**config.mk**
```make
export PLATFORM = sky130hd
export DESIGN_NAME = rfgmc_top
export DESIGN_NICKNAME = d
export VERILOG_FILES = /design/src/rtl/rfgmc_top.v /design/src/rtl/rfgmc_wave.v /design/src/rtl/rfgmc_fsk.v
export VERILOG_INCLUDE_DIRS = /design/src /design/src/rtl
export SDC_FILE = /design/constraint.sdc
export NUM_CORES = 2
export LEC_CHECK = 0
export BUFFER_PORTS_ARGS = -buffer_cell sky130_fd_sc_hd__buf_4
export CAP_MARGIN = 20
export CELL_PAD_IN_SITES_DETAIL_PLACEMENT = 0
export CELL_PAD_IN_SITES_GLOBAL_PLACEMENT = 1
export CORE_MARGIN = 3
export CORE_UTILIZATION = 52
export DETAILED_ROUTE_END_ITERATION = 12
export PLACE_DENSITY_LB_ADDON = 0.08
export SLEW_MARGIN = 20
export SYNTH_ARGS = -nofsm -noshare
export SYNTH_HDL_FRONTEND = slang
export SYNTH_HIERARCHICAL = 1
export SYNTH_SLANG_ARGS = --single-unit
```
**constraint.sdc**
```tcl
create_clock -name clk -period 18.7 [get_ports clk]
set_clock_uncertainty 0.05 [all_clocks]
set_input_delay 1.87 -clock clk [delete_from_list [all_inputs] [get_ports clk]]
set_output_delay 1.87 -clock clk [all_outputs]
set_load 0.01 [all_outputs]
```
**src/rtl/rfgmc_map.vh**
```
`ifndef RFGMC_MAP_VH
`define RFGMC_MAP_VH
// ****************************************
// register byte offsets
// ****************************************
`define RFGMC_CTRL 8'h00
`define RFGMC_FREQ 8'h04
`define RFGMC_LEVEL 8'h08
`define RFGMC_ATTEN 8'h0C
`define RFGMC_FMDIV 8'h10
`define RFGMC_FMSAMP 8'h14
`define RFGMC_DEV 8'h18
`define RFGMC_PLEN 8'h1C
`define RFGMC_SREP 8'h20
`define RFGMC_PRBSDIV 8'h24
`define RFGMC_PADDR 8'h28
`define RFGMC_PDATA 8'h2C
`define RFGMC_STATUS 8'h30
`define RFGMC_ISR 8'h34
`define RFGMC_IMR 8'h38
// ****************************************
// control fields
// ****************************************
`define RFGMC_C_FM 0
`define RFGMC_C_FSK 1
`define RFGMC_C_SHAPE_LO 2
`define RFGMC_C_SHAPE_HI 3
`define RFGMC_C_PRBS 4
`define RFGMC_C_REFLOCK 5
`define RFGMC_C_REFOUT 6
`define RFGMC_C_REFOUT2 7
`define RFGMC_C_FINE 8
`define RFGMC_C_MAIN 9
`define RFGMC_C_THERM 10
`define RFGMC_CTRL_RST 32'h0000_0400
`define RFGMC_SHAPE_SQ 2'h0
`define RFGMC_SHAPE_SIN 2'h1
`define RFGMC_SHAPE_TRI 2'h2
// ****************************************
// limits and timing
// ****************************************
`define RFGMC_PATH_HZ 32'h02FA_F080
`define RFGMC_M_MIN 11'h00A
`define RFGMC_M_MAX 11'h7F6
`define RFGMC_M_MAX_SQ 11'h3FC
`define RFGMC_PLEN_MAX 10'h3FE
`define RFGMC_N_MIN_PAT 16'h0004
`define RFGMC_CLK_MHZ 50
`define RFGMC_PRBS_MHZ 10
`define RFGMC_PRBS_PRE (`RFGMC_CLK_MHZ / `RFGMC_PRBS_MHZ)
`define RFGMC_EV_WAVE 0
`define RFGMC_EV_PAT 1
`define RFGMC_EV_ERR 2
`define RFGMC_EV_HOT 3
`endif

```
**src/rtl/rfgmc_top.v**
```verilog
`timescale 1ns/1ns
`include "rfgmc_map.vh"
module rfgmc_top #(
    parameter ATT_W = 32,
    parameter LVL_W = 16
) (
    input wire clk,
    input wire srst,
    input wire psel,
    input wire penable,
    input wire pwrite,
    input wire [7:0] paddr,
    input wire [31:0] pwdata,
    output reg [31:0] prdata,
    output wire pready,
    output wire pslverr,
    input wire ext_ref_present,
    input wire over_temp,
    output reg ref_lock_en,
    output reg ref_connector_out,
    output reg ref_out_secondary,
    output reg ref_cal_apply,
    output reg fine_synth_en,
    output reg main_synth_en,
    output reg path_main,
    output reg [LVL_W-1:0] level_loop_ref,
    output reg [ATT_W-1:0] atten,
    output reg thermal_mon_en,
    output reg rail_off,
    output reg signed [31:0] freq_offset,
    output reg mod_active,
    output wire irq
);
    // ****************************************
    // registers
    // ****************************************
    reg [31:0] ctrl;
    reg [31:0] freq;
    reg [15:0] fm_n_m1;
    reg [10:0] fm_m;
    reg [15:0] dev;
    reg [9:0] plen;
    reg [9:0] srep;
    reg [15:0] prbs_n;
    reg [9:0] pat_addr;
    reg [3:0] isr;
    reg [3:0] imr;
    reg pat_we;
    reg pat_bit;
    wire rd_setup = psel && !penable;
    wire fm_on = ctrl[`RFGMC_C_FM];
    wire fsk_on = ctrl[`RFGMC_C_FSK] && !fm_on;
    wire [1:0] shape = ctrl[`RFGMC_C_SHAPE_HI:`RFGMC_C_SHAPE_LO];
    wire use_prbs = ctrl[`RFGMC_C_PRBS];
    wire [19:0] pat_span = plen * srep;
    reg mapped;
    reg fm_err;
    reg fsk_err;
    wire cfg_err = fm_err || fsk_err;
    wire fm_run = fm_on && !fm_err;
    wire fsk_run = fsk_on && !fsk_err;
    wire signed [15:0] wave;
    wire wave_wrap;
    wire sym;
    wire pat_wrap;
    wire [3:0] ev;
    wire signed [31:0] fm_prod = wave * $signed({1'b0, dev});
    reg cfg_err_d;
    // ****************************************
    // apb decode: writes take effect on the access edge, reads latch in setup
    // ****************************************
    assign pready = 1'b1;
    assign pslverr = psel && penable && !mapped;
    always @* begin
        case (paddr)
            `RFGMC_CTRL, `RFGMC_FREQ, `RFGMC_LEVEL, `RFGMC_ATTEN, `RFGMC_FMDIV,
            `RFGMC_FMSAMP, `RFGMC_DEV, `RFGMC_PLEN, `RFGMC_SREP, `RFGMC_PRBSDIV,
            `RFGMC_PADDR, `RFGMC_PDATA, `RFGMC_STATUS, `RFGMC_ISR,
            `RFGMC_IMR: mapped = 1'b1;
            default: mapped = 1'b0;
        endcase
    end
    wire acc_wr = psel && penable && pwrite && mapped;
    always @(posedge clk) begin
        if (srst) begin
            prdata <= 32'h0000_0000;
        end else if (rd_setup && !pwrite) begin
            case (paddr)
                `RFGMC_CTRL: prdata <= ctrl;
                `RFGMC_FREQ: prdata <= freq;
                `RFGMC_LEVEL: prdata <= {{(32-LVL_W){1'b0}}, level_loop_ref};
                `RFGMC_ATTEN: prdata <= atten[31:0];
                `RFGMC_FMDIV: prdata <= {16'h0000, fm_n_m1};
                `RFGMC_FMSAMP: prdata <= {21'h00_0000, fm_m};
                `RFGMC_DEV: prdata <= {16'h0000, dev};
                `RFGMC_PLEN: prdata <= {22'h00_0000, plen};
                `RFGMC_SREP: prdata <= {22'h00_0000, srep};
                `RFGMC_PRBSDIV: prdata <= {16'h0000, prbs_n};
                `RFGMC_PADDR: prdata <= {22'h00_0000, pat_addr};
                `RFGMC_STATUS: prdata <= {26'h000_0000, mod_active, sym, rail_off,
                                          cfg_err, path_main, ext_ref_present};
                `RFGMC_ISR: prdata <= {28'h000_0000, isr};
                `RFGMC_IMR: prdata <= {28'h000_0000, imr};
                default: prdata <= 32'h0000_0000;
            endcase
        end
    end
    // ****************************************
    // host writable state, reset to the safe power-on condition
    // ****************************************
    always @(posedge clk) begin
        if (srst) begin
            ctrl <= `RFGMC_CTRL_RST;
            freq <= 32'h0000_0000;
            level_loop_ref <= {LVL_W{1'b0}};
            atten <= {ATT_W{1'b1}};
            fm_n_m1 <= 16'h0000;
            fm_m <= `RFGMC_M_MIN;
            dev <= 16'h0000;
            plen <= 10'h001;
            srep <= 10'h001;
            prbs_n <= 16'h0001;
            pat_addr <= 10'h000;
            imr <= 4'h0;
            pat_we <= 1'b0;
            pat_bit <= 1'b0;
        end else begin
            pat_we <= 1'b0;
            if (acc_wr) begin
                case (paddr)
                    `RFGMC_CTRL: ctrl <= {21'h00_0000, pwdata[10:0]};
                    `RFGMC_FREQ: freq <= pwdata;
                    `RFGMC_LEVEL: level_loop_ref <= pwdata[LVL_W-1:0];
                    `RFGMC_ATTEN: atten <= pwdata[ATT_W-1:0];
                    `RFGMC_FMDIV: fm_n_m1 <= pwdata[15:0];
                    `RFGMC_FMSAMP: fm_m <= pwdata[10:0];
                    `RFGMC_DEV: dev <= pwdata[15:0];
                    `RFGMC_PLEN: plen <= pwdata[9:0];
                    `RFGMC_SREP: srep <= pwdata[9:0];
                    `RFGMC_PRBSDIV: prbs_n <= pwdata[15:0];
                    `RFGMC_PADDR: pat_addr <= pwdata[9:0];
                    `RFGMC_PDATA: begin
                        // auto-increment so a pattern loads as a burst of writes
                        pat_we <= 1'b1;
                        pat_bit <= pwdata[0];
                    end
                    `RFGMC_IMR: imr <= pwdata[3:0];
                    default: ;
                endcase
            end
            if (pat_we)
                pat_addr <= pat_addr + 10'h001;
        end
    end
    // ****************************************
    // setting checks; a bad setting holds the generator off and raises an event
    // ****************************************
    always @* begin
        fm_err = fm_on && (fm_m[0] || fm_m < `RFGMC_M_MIN ||
                 fm_m > ((shape == `RFGMC_SHAPE_SQ) ? `RFGMC_M_MAX_SQ : `RFGMC_M_MAX) ||
                 shape == 2'h3);
        if (!fsk_on)
            fsk_err = 1'b0;
        else if (use_prbs)
            fsk_err = (prbs_n == 16'h0000);
        else
            fsk_err = plen == 10'h000 || plen > `RFGMC_PLEN_MAX || srep == 10'h000 ||
                      fm_n_m1 < `RFGMC_N_MIN_PAT ||
                      pat_span > {10'h000, `RFGMC_PLEN_MAX};
    end
    rfgmc_wave #(
        .N_W(16),
        .M_W(11)
    ) u_wave (
        .clk(clk),
        .srst(srst),
        .en(fm_run),
        .shape(shape),
        .n_m1(fm_n_m1),
        .m(fm_m),
        .wave(wave),
        .wrap(wave_wrap)
    );
    rfgmc_fsk #(
        .N_W(16),
        .DEPTH(1024)
    ) u_fsk (
        .clk(clk),
        .srst(srst),
        .en(fsk_run),
        .use_prbs(use_prbs),
        .n_m1(fm_n_m1),
        .rep(srep),
        .plen(plen),
        .prbs_n(prbs_n),
        .pat_we(pat_we),
        .pat_addr(pat_addr),
        .pat_bit(pat_bit),
        .sym(sym),
        .wrap(pat_wrap)
    );
    // ****************************************
    // relayed controls and modulation output
    // ****************************************
    always @(posedge clk) begin
        if (srst) begin
            ref_lock_en <= 1'b0;
            ref_connector_out <= 1'b0;
            ref_out_secondary <= 1'b0;
            ref_cal_apply <= 1'b0;
            fine_synth_en <= 1'b0;
            main_synth_en <= 1'b0;
            path_main <= 1'b0;
            thermal_mon_en <= 1'b1;
            rail_off <= 1'b0;
            freq_offset <= 32'h0000_0000;
            mod_active <= 1'b0;
            cfg_err_d <= 1'b0;
        end else begin
            // lock only makes sense with a reference present at the connector
            ref_lock_en <= ctrl[`RFGMC_C_REFLOCK] && ext_ref_present;
            ref_connector_out <= ctrl[`RFGMC_C_REFOUT];
            ref_out_secondary <= ctrl[`RFGMC_C_REFOUT2];
            ref_cal_apply <= ctrl[`RFGMC_C_REFLOCK];
            fine_synth_en <= ctrl[`RFGMC_C_FINE];
            main_synth_en <= ctrl[`RFGMC_C_MAIN];
            path_main <= (freq > `RFGMC_PATH_HZ);
            thermal_mon_en <= ctrl[`RFGMC_C_THERM];
            // power stays off until reset, the rails must not bounce back hot
            if (thermal_mon_en && over_temp)
                rail_off <= 1'b1;
            mod_active <= fm_run || fsk_run;
            cfg_err_d <= cfg_err;
            if (fm_run)
                freq_offset <= fm_prod >>> 15;
            else if (fsk_run)
                freq_offset <= sym ? {16'h0000, dev} : -$signed({16'h0000, dev});
            else
                freq_offset <= 32'h0000_0000;
        end
    end
    // ****************************************
    // interrupts: sticky, write one to clear, set wins
    // ****************************************
    assign ev[`RFGMC_EV_WAVE] = wave_wrap;
    assign ev[`RFGMC_EV_PAT] = pat_wrap;
    assign ev[`RFGMC_EV_ERR] = cfg_err && !cfg_err_d;
    assign ev[`RFGMC_EV_HOT] = thermal_mon_en && over_temp && !rail_off;
    always @(posedge clk) begin
        if (srst)
            isr <= 4'h0;
        else if (acc_wr && paddr == `RFGMC_ISR)
            isr <= (isr & ~pwdata[3:0]) | ev;
        else
            isr <= isr | ev;
    end
    assign irq = |(isr & imr);
endmodule

```
**src/rtl/rfgmc_wave.v**
```verilog
`timescale 1ns/1ns
`include "rfgmc_map.vh"
module rfgmc_wave #(
    parameter N_W = 16,
    parameter M_W = 11
) (
    input wire clk,
    input wire srst,
    input wire en,
    input wire [1:0] shape,
    input wire [N_W-1:0] n_m1,
    input wire [M_W-1:0] m,
    output reg signed [15:0] wave,
    output reg wrap
);
    reg [N_W-1:0] pre;
    reg [M_W-1:0] idx;
    reg [15:0] phase;
    reg [16:0] recip;
    reg [16:0] rem;
    reg [4:0] dcnt;
    reg ready;
    wire [17:0] trial = {rem[16:0], 1'b0} - {7'h00, m};
    wire tick = ready && (pre == n_m1);
    wire [14:0] q = phase[14:0];
    // inverse kept at 15 bits, a wider context would fill the top with ones
    wire [14:0] q_inv = ~q;
    wire [29:0] para = q * q_inv;
    // square halves counted in samples, phase steps round down and skew the duty
    wire second_half = (idx >= {1'b0, m[M_W-1:1]});
    reg signed [15:0] next_wave;
    // ****************************************
    // phase step 65536/m by a serial divider, so no divider sits in the sample path
    // ****************************************
    always @(posedge clk) begin
        if (srst || !en) begin
            rem <= 17'h0_0001;
            recip <= 17'h0_0000;
            dcnt <= 5'h00;
            ready <= 1'b0;
        end else if (!ready) begin
            if (!trial[17]) begin
                rem <= trial[16:0];
                recip <= {recip[15:0], 1'b1};
            end else begin
                rem <= {rem[15:0], 1'b0};
                recip <= {recip[15:0], 1'b0};
            end
            dcnt <= dcnt + 5'h01;
            if (dcnt == 5'h0F)
                ready <= 1'b1;
        end
    end
    // ****************************************
    // sample clock 50 mhz / n, m samples per period
    // ****************************************
    always @(posedge clk) begin
        if (srst || !ready) begin
            pre <= {N_W{1'b0}};
            idx <= {M_W{1'b0}};
            phase <= 16'h0000;
            wrap <= 1'b0;
        end else begin
            wrap <= 1'b0;
            if (tick) begin
                pre <= {N_W{1'b0}};
                if (idx == m - {{(M_W-1){1'b0}}, 1'b1}) begin
                    idx <= {M_W{1'b0}};
                    phase <= 16'h0000;
                    wrap <= 1'b1;
                end else begin
                    idx <= idx + {{(M_W-1){1'b0}}, 1'b1};
                    phase <= phase + recip[15:0];
                end
            end else begin
                pre <= pre + {{(N_W-1){1'b0}}, 1'b1};
            end
        end
    end
    always @* begin
        case (shape)
            `RFGMC_SHAPE_SQ: next_wave = second_half ? 16'h8001 : 16'h7FFF;
            `RFGMC_SHAPE_SIN: next_wave = phase[15] ? -$signed({1'b0, para[29:15]})
                                                    : $signed({1'b0, para[29:15]});
            `RFGMC_SHAPE_TRI: next_wave = (phase[15] ? {~q, 1'b0} : {q, 1'b0}) - 16'h8000;
            default: next_wave = 16'h0000;
        endcase
    end
    always @(posedge clk) begin
        if (srst || !ready)
            wave <= 16'h0000;
        else
            wave <= next_wave;
    end
endmodule

```
**src/rtl/rfgmc_fsk.v**
```verilog
`timescale 1ns/1ns
`include "rfgmc_map.vh"
module rfgmc_fsk #(
    parameter N_W = 16,
    parameter DEPTH = 1024
) (
    input wire clk,
    input wire srst,
    input wire en,
    input wire use_prbs,
    input wire [N_W-1:0] n_m1,
    input wire [9:0] rep,
    input wire [9:0] plen,
    input wire [N_W-1:0] prbs_n,
    input wire pat_we,
    input wire [9:0] pat_addr,
    input wire pat_bit,
    output reg sym,
    output reg wrap
);
    reg mem [0:DEPTH-1];
    reg [N_W-1:0] pre;
    reg [9:0] rcnt;
    reg [9:0] bidx;
    reg [2:0] pre10;
    reg [14:0] lfsr;
    wire pat_tick = (pre == n_m1) && (rcnt == rep - 10'h001);
    wire tick10 = (pre10 == `RFGMC_PRBS_PRE - 1);
    always @(posedge clk) begin
        if (pat_we)
            mem[pat_addr] <= pat_bit;
    end
    always @(posedge clk) begin
        if (srst || !en) begin
            pre <= {N_W{1'b0}};
            rcnt <= 10'h000;
            bidx <= 10'h000;
            pre10 <= 3'h0;
            lfsr <= 15'h0001;
            sym <= 1'b0;
            wrap <= 1'b0;
        end else begin
            wrap <= 1'b0;
            if (use_prbs) begin
                // 10 mhz prescale, then divide by n
                pre10 <= tick10 ? 3'h0 : pre10 + 3'h1;
                if (tick10) begin
                    if (pre == prbs_n - {{(N_W-1){1'b0}}, 1'b1}) begin
                        pre <= {N_W{1'b0}};
                        lfsr <= {lfsr[13:0], lfsr[14] ^ lfsr[13]};
                        sym <= lfsr[14];
                    end else begin
                        pre <= pre + {{(N_W-1){1'b0}}, 1'b1};
                    end
                end
            end else if (pre == n_m1) begin
                pre <= {N_W{1'b0}};
                rcnt <= pat_tick ? 10'h000 : rcnt + 10'h001;
                if (pat_tick) begin
                    sym <= mem[bidx];
                    if (bidx == plen - 10'h001) begin
                        bidx <= 10'h000;
                        wrap <= 1'b1;
                    end else begin
                        bidx <= bidx + 10'h001;
                    end
                end
            end else begin
                pre <= pre + {{(N_W-1){1'b0}}, 1'b1};
            end
        end
    end
endmodule

```
==> results.toml <==
[clocking]
cts.sinks = 1453
clock_path_buffers = 3
cts_setup_buffers = 0
cts_resized = 0
cts_buffers = 158
htreeDepth = 4
cts_root_buffer = "clkbuf_16"
clk_pin_slew_ps = 60
holdBufCountCts = 0
clock_latency_ps = 820
cts_tree = "built"

[floorplan]
die-area_um2 = 167000
start_util_pct = 52.4
die_w_um = 408
core_area_um2 = 161000
die_h_um = 408
io_pins = 172
row_count = 147

[critical_path]
path_cells = "clkinv_1, ha_1, inv_1, ha_1, fa_1, fa_1, fa_1, fa_1, inv_1, fa_1, inv_1, ha_1, nand2_1, or3_1, a21o_1, a21oi_1, o21ai_0, a211o_1, o41ai_2, xnor2_1, nand2_1, a31oi_1"
max_stage_delay_ps = 750
startpoint_type = "flop"
rrSetupSlack_ps = 10880
crit_arrival_ps = 8490
reg2reg_from = "u_wave/phase[7]"
r2r_end = "u_wave/wave[12]"
cp_num_cells = 22
cpLargestDelayFamily = "adder cells"
crit_slowest_cell = "clkinv_1"
path_class = "reg -> reg"
cp_common_cell = "fa_1"
crit_path_max_fanout = 19
cp_data_required_time_ps = 19370
ff2ff_path_depth = 22
cp_num_buf_inv = 4
endpoint_kind = "flop"

[pwr]
ir_drop_uv = 103
p_sw_uw = 1360
power_frac_comb_pct = 0.6
swShare_pct = 21.1
power_density_nw_per_um2 = 69.9
power_frac_clock_pct = 46.6
leakagePower_uw = 0.0314
power.internal_uw = 5090
power_frac_seq_pct = 52.8
p_total_uw = 6440

[drt]
route.detailed.drc = 0
highest_layer = "met4"
drt_iter0_markers = 6745
vias_per_cell = 6.02
drtPass1Iterations = 6
wl_met3_um = 21300
via_count = 60700
m1WireLength_um = 106000
postRouteAntennaNets = 0
dr_wl_met2_um = 116000
avgRoutedWirePerCell_um = 24.9
finalWirelength_um = 251000

[grt]
grt_max_degree = 256
grt_pass1_vias = 59400
gr-usage-all-layers_pct = 29.8
antenna_found_initial = 2
grt_first_pass_wirelength_um = 378000
overflow = 0

[cells_and_area]
area_growth_pct = 9.50
fill_cells = 14000
final_util_pct = 57.3
register_area_um2 = 39400
drive_gt1_share_pct = 11.1
multiInputGateArea_um2 = 40600
fin_nets = 8593

[timing]
hold_viol_final = 0
setup_ws_ps = 10880
rsz0062_at_grt = "false"
relSlewSlack_pct = 18.1
min_period_over_period_pct = 41.8
fin_crit_ps = 7820
finalSetupTns_ps = 0
tightest_slew_ps = 1220
slew_violations = 0
finalSetupViolations = 0
timing.fmax_mhz = 128

[yosys]
syn-num-nets = 8698
synth_cells = 7901
synth_fa_ha_area_share_pct = 14.8
synth_flop_cell = "edfxtp_1"
yosys.area_share.simple_pct = 15.9
netlist.area_leader.share_pct = 36.5
synthMuxAreaShare_pct = 7.70
async_flop_share_pct = 0
synth_xor_area_share_pct = 2.62
yosys-top-cells-area = "edfxtp_1 37%, dfxtp_1 10%, fa_1 9.7%"
synth_compound_area_share_pct = 7.01
synth_top_family_by_area = "simple AND/OR/NAND/NOR gates"
yosysTopAreaCell = "edfxtp_1"
ys_types = 110
synth-seq-cells = 1453
yosys_warnings = 6
syn_area_um2 = 84200
syn_area_per_cell_um2 = 10.7
synth-edff-count = 1024
ys_seq_area_share_pct = 46.7

[placement]
gp_congestion = 0.890
port_buffers = 170
dp_slack_ps = 10930
dpl.hpwl_um = 160000

[min_path]
whs_path_depth = 2
hold_start = "u_fsk/lfsr[5]"
hp-class = "reg -> reg"
min_to = "u_fsk/lfsr[6]"

[run_status]
status = "finished clean"

[flow_run]
drv_cap = 0
-- cells in the final DEF (no fill, tap or decap), types with 147 or more instances in the layout --
master / count
fa_1: 406
and2_1: 180
buf_4: 284
mux4_2: 226
clkbuf_16: 164
dfxtp_1: 422
nand2_1: 839
edfxtp_1: 1024
nor2_1: 1431
xnor2_1: 147
a21oi_1: 257
inv_1: 582
ha_1: 344
-- cell usage after synthesis (29+ instances only) --
| cell | n |
|---|---|
| and2_1 | 180 |
| o21ai_0 | 89 |
| and3_1 | 33 |
| nor2_1 | 1435 |
| inv_1 | 582 |
| xor2_1 | 102 |
| a31oi_1 | 38 |
| a22o_1 | 41 |
| fa_1 | 406 |
| nor3_1 | 88 |
| a21oi_1 | 257 |
| buf_1 | 85 |
| xnor2_1 | 147 |
| nand2_1 | 876 |
| buf_2 | 50 |
| a22oi_1 | 101 |
| nand2b_1 | 50 |
| nor2b_1 | 49 |
| ha_1 | 344 |
| a21o_1 | 34 |
| clkbuf_1 | 409 |
| mux2i_1 | 118 |
| nor4_1 | 47 |
| o31ai_1 | 29 |
| edfxtp_1 | 1024 |
| mux4_2 | 226 |
| dfxtp_1 | 429 |
| nand4_1 | 53 |
| nand3_1 | 146 |
| o22ai_1 | 48 |
-- worst max-delay path by stage --
stage	startpoint	to	slack (ps)
finish	u_wave/phase[7]	u_wave/wave[12]	10880
global route	u_wave/phase[10]	u_wave/wave[12]	10420
CTS	u_wave/phase[10]	u_wave/wave[12]	10930
detailed placement	u_wave/phase[10]	u_wave/wave[12]	10930
global placement	u_wave/phase[11]	u_wave/wave[12]	11080
floorplan	pat_bit	u_fsk/mem[0]	3090
-- sequential cells by signal, indices dropped and copies added (netlist names), 16 cells and up, named ones only --
register / cells
prdata: 32
u_wave/phase: 16
u_fsk/pre: 16
fm_n_m1: 16
atten: 32
freq_offset: 31
u_wave/recip: 16
u_fsk/mem: 1024
u_wave/wave: 16
level_loop_ref: 16
dev: 16
prbs_n: 16
u_wave/pre: 16
u_wave/rem: 17
freq: 32
-- layer usage --
| layer | track usage, % | vias up |
|---|---|---|
| met5 | 0 | - |
| met4 | 9.73 | 0 |
| met3 | 4.46 | 436 |
| met2 | 47.4 | 2613 |
| met1 | 42.3 | 30700 |
| li1 | - | 26900 |
-- area by class of cell --
type                       instances  area share [%]
antenna                            1         0.00271
clock buffer                     213            4.73
clock inverter                    74           0.664
inverter                         590            2.40
multi-input combinational       5299            44.1
sequential                      1453            42.7
tap                             2160            2.93
timing repair buffer             294            2.49
-- worst reg2reg max path: cells and delay by family (launching register included) --
family          cells  cell delay (ps)
xor+xnor            1              160
simple gates        3              500
flops               1              710
buf+inv             4              890
fa+ha+maj           8             3780
compound gates      6             1680
-- cells by family after synthesis --
logic type,Yosys count
AND/OR/NAND/NOR,3067
multiplexers,363
other,1
adder cells (fa/ha/maj),750
buffers and inverters,1149
flip-flops,1453
AO/OA/AOI/OAI,868
XOR/XNOR,250
-- stage by stage --
step                      hold slack [ps]  instances  area (µm²)
final                                 402      10100       92200
after global routing                  426      10100       92200
after CTS                             402      10100       92000
after detailed placement              387       9791       87100
after global placement                378       9791       87100
after floorplan                       363       7901       84200
-- power by group through the flow --
| stage | sequential [µW] | combinational (µW) | clock [µW] |
|---|---|---|---|
| 5_1_grt | 3400 | 41.3 | 3180 |
| 3_3_place_gp | 3470 | 39.6 | 0 |
| 4_1_cts | 3400 | 39.5 | 3060 |
| 6_report | 3400 | 40.2 | 3000 |
| 2_1_floorplan | 3470 | 14.7 | 0 |
| 3_5_place_dp | 3470 | 39.4 | 0 |
No activity file was read; power rests on OpenSTA's default activity.
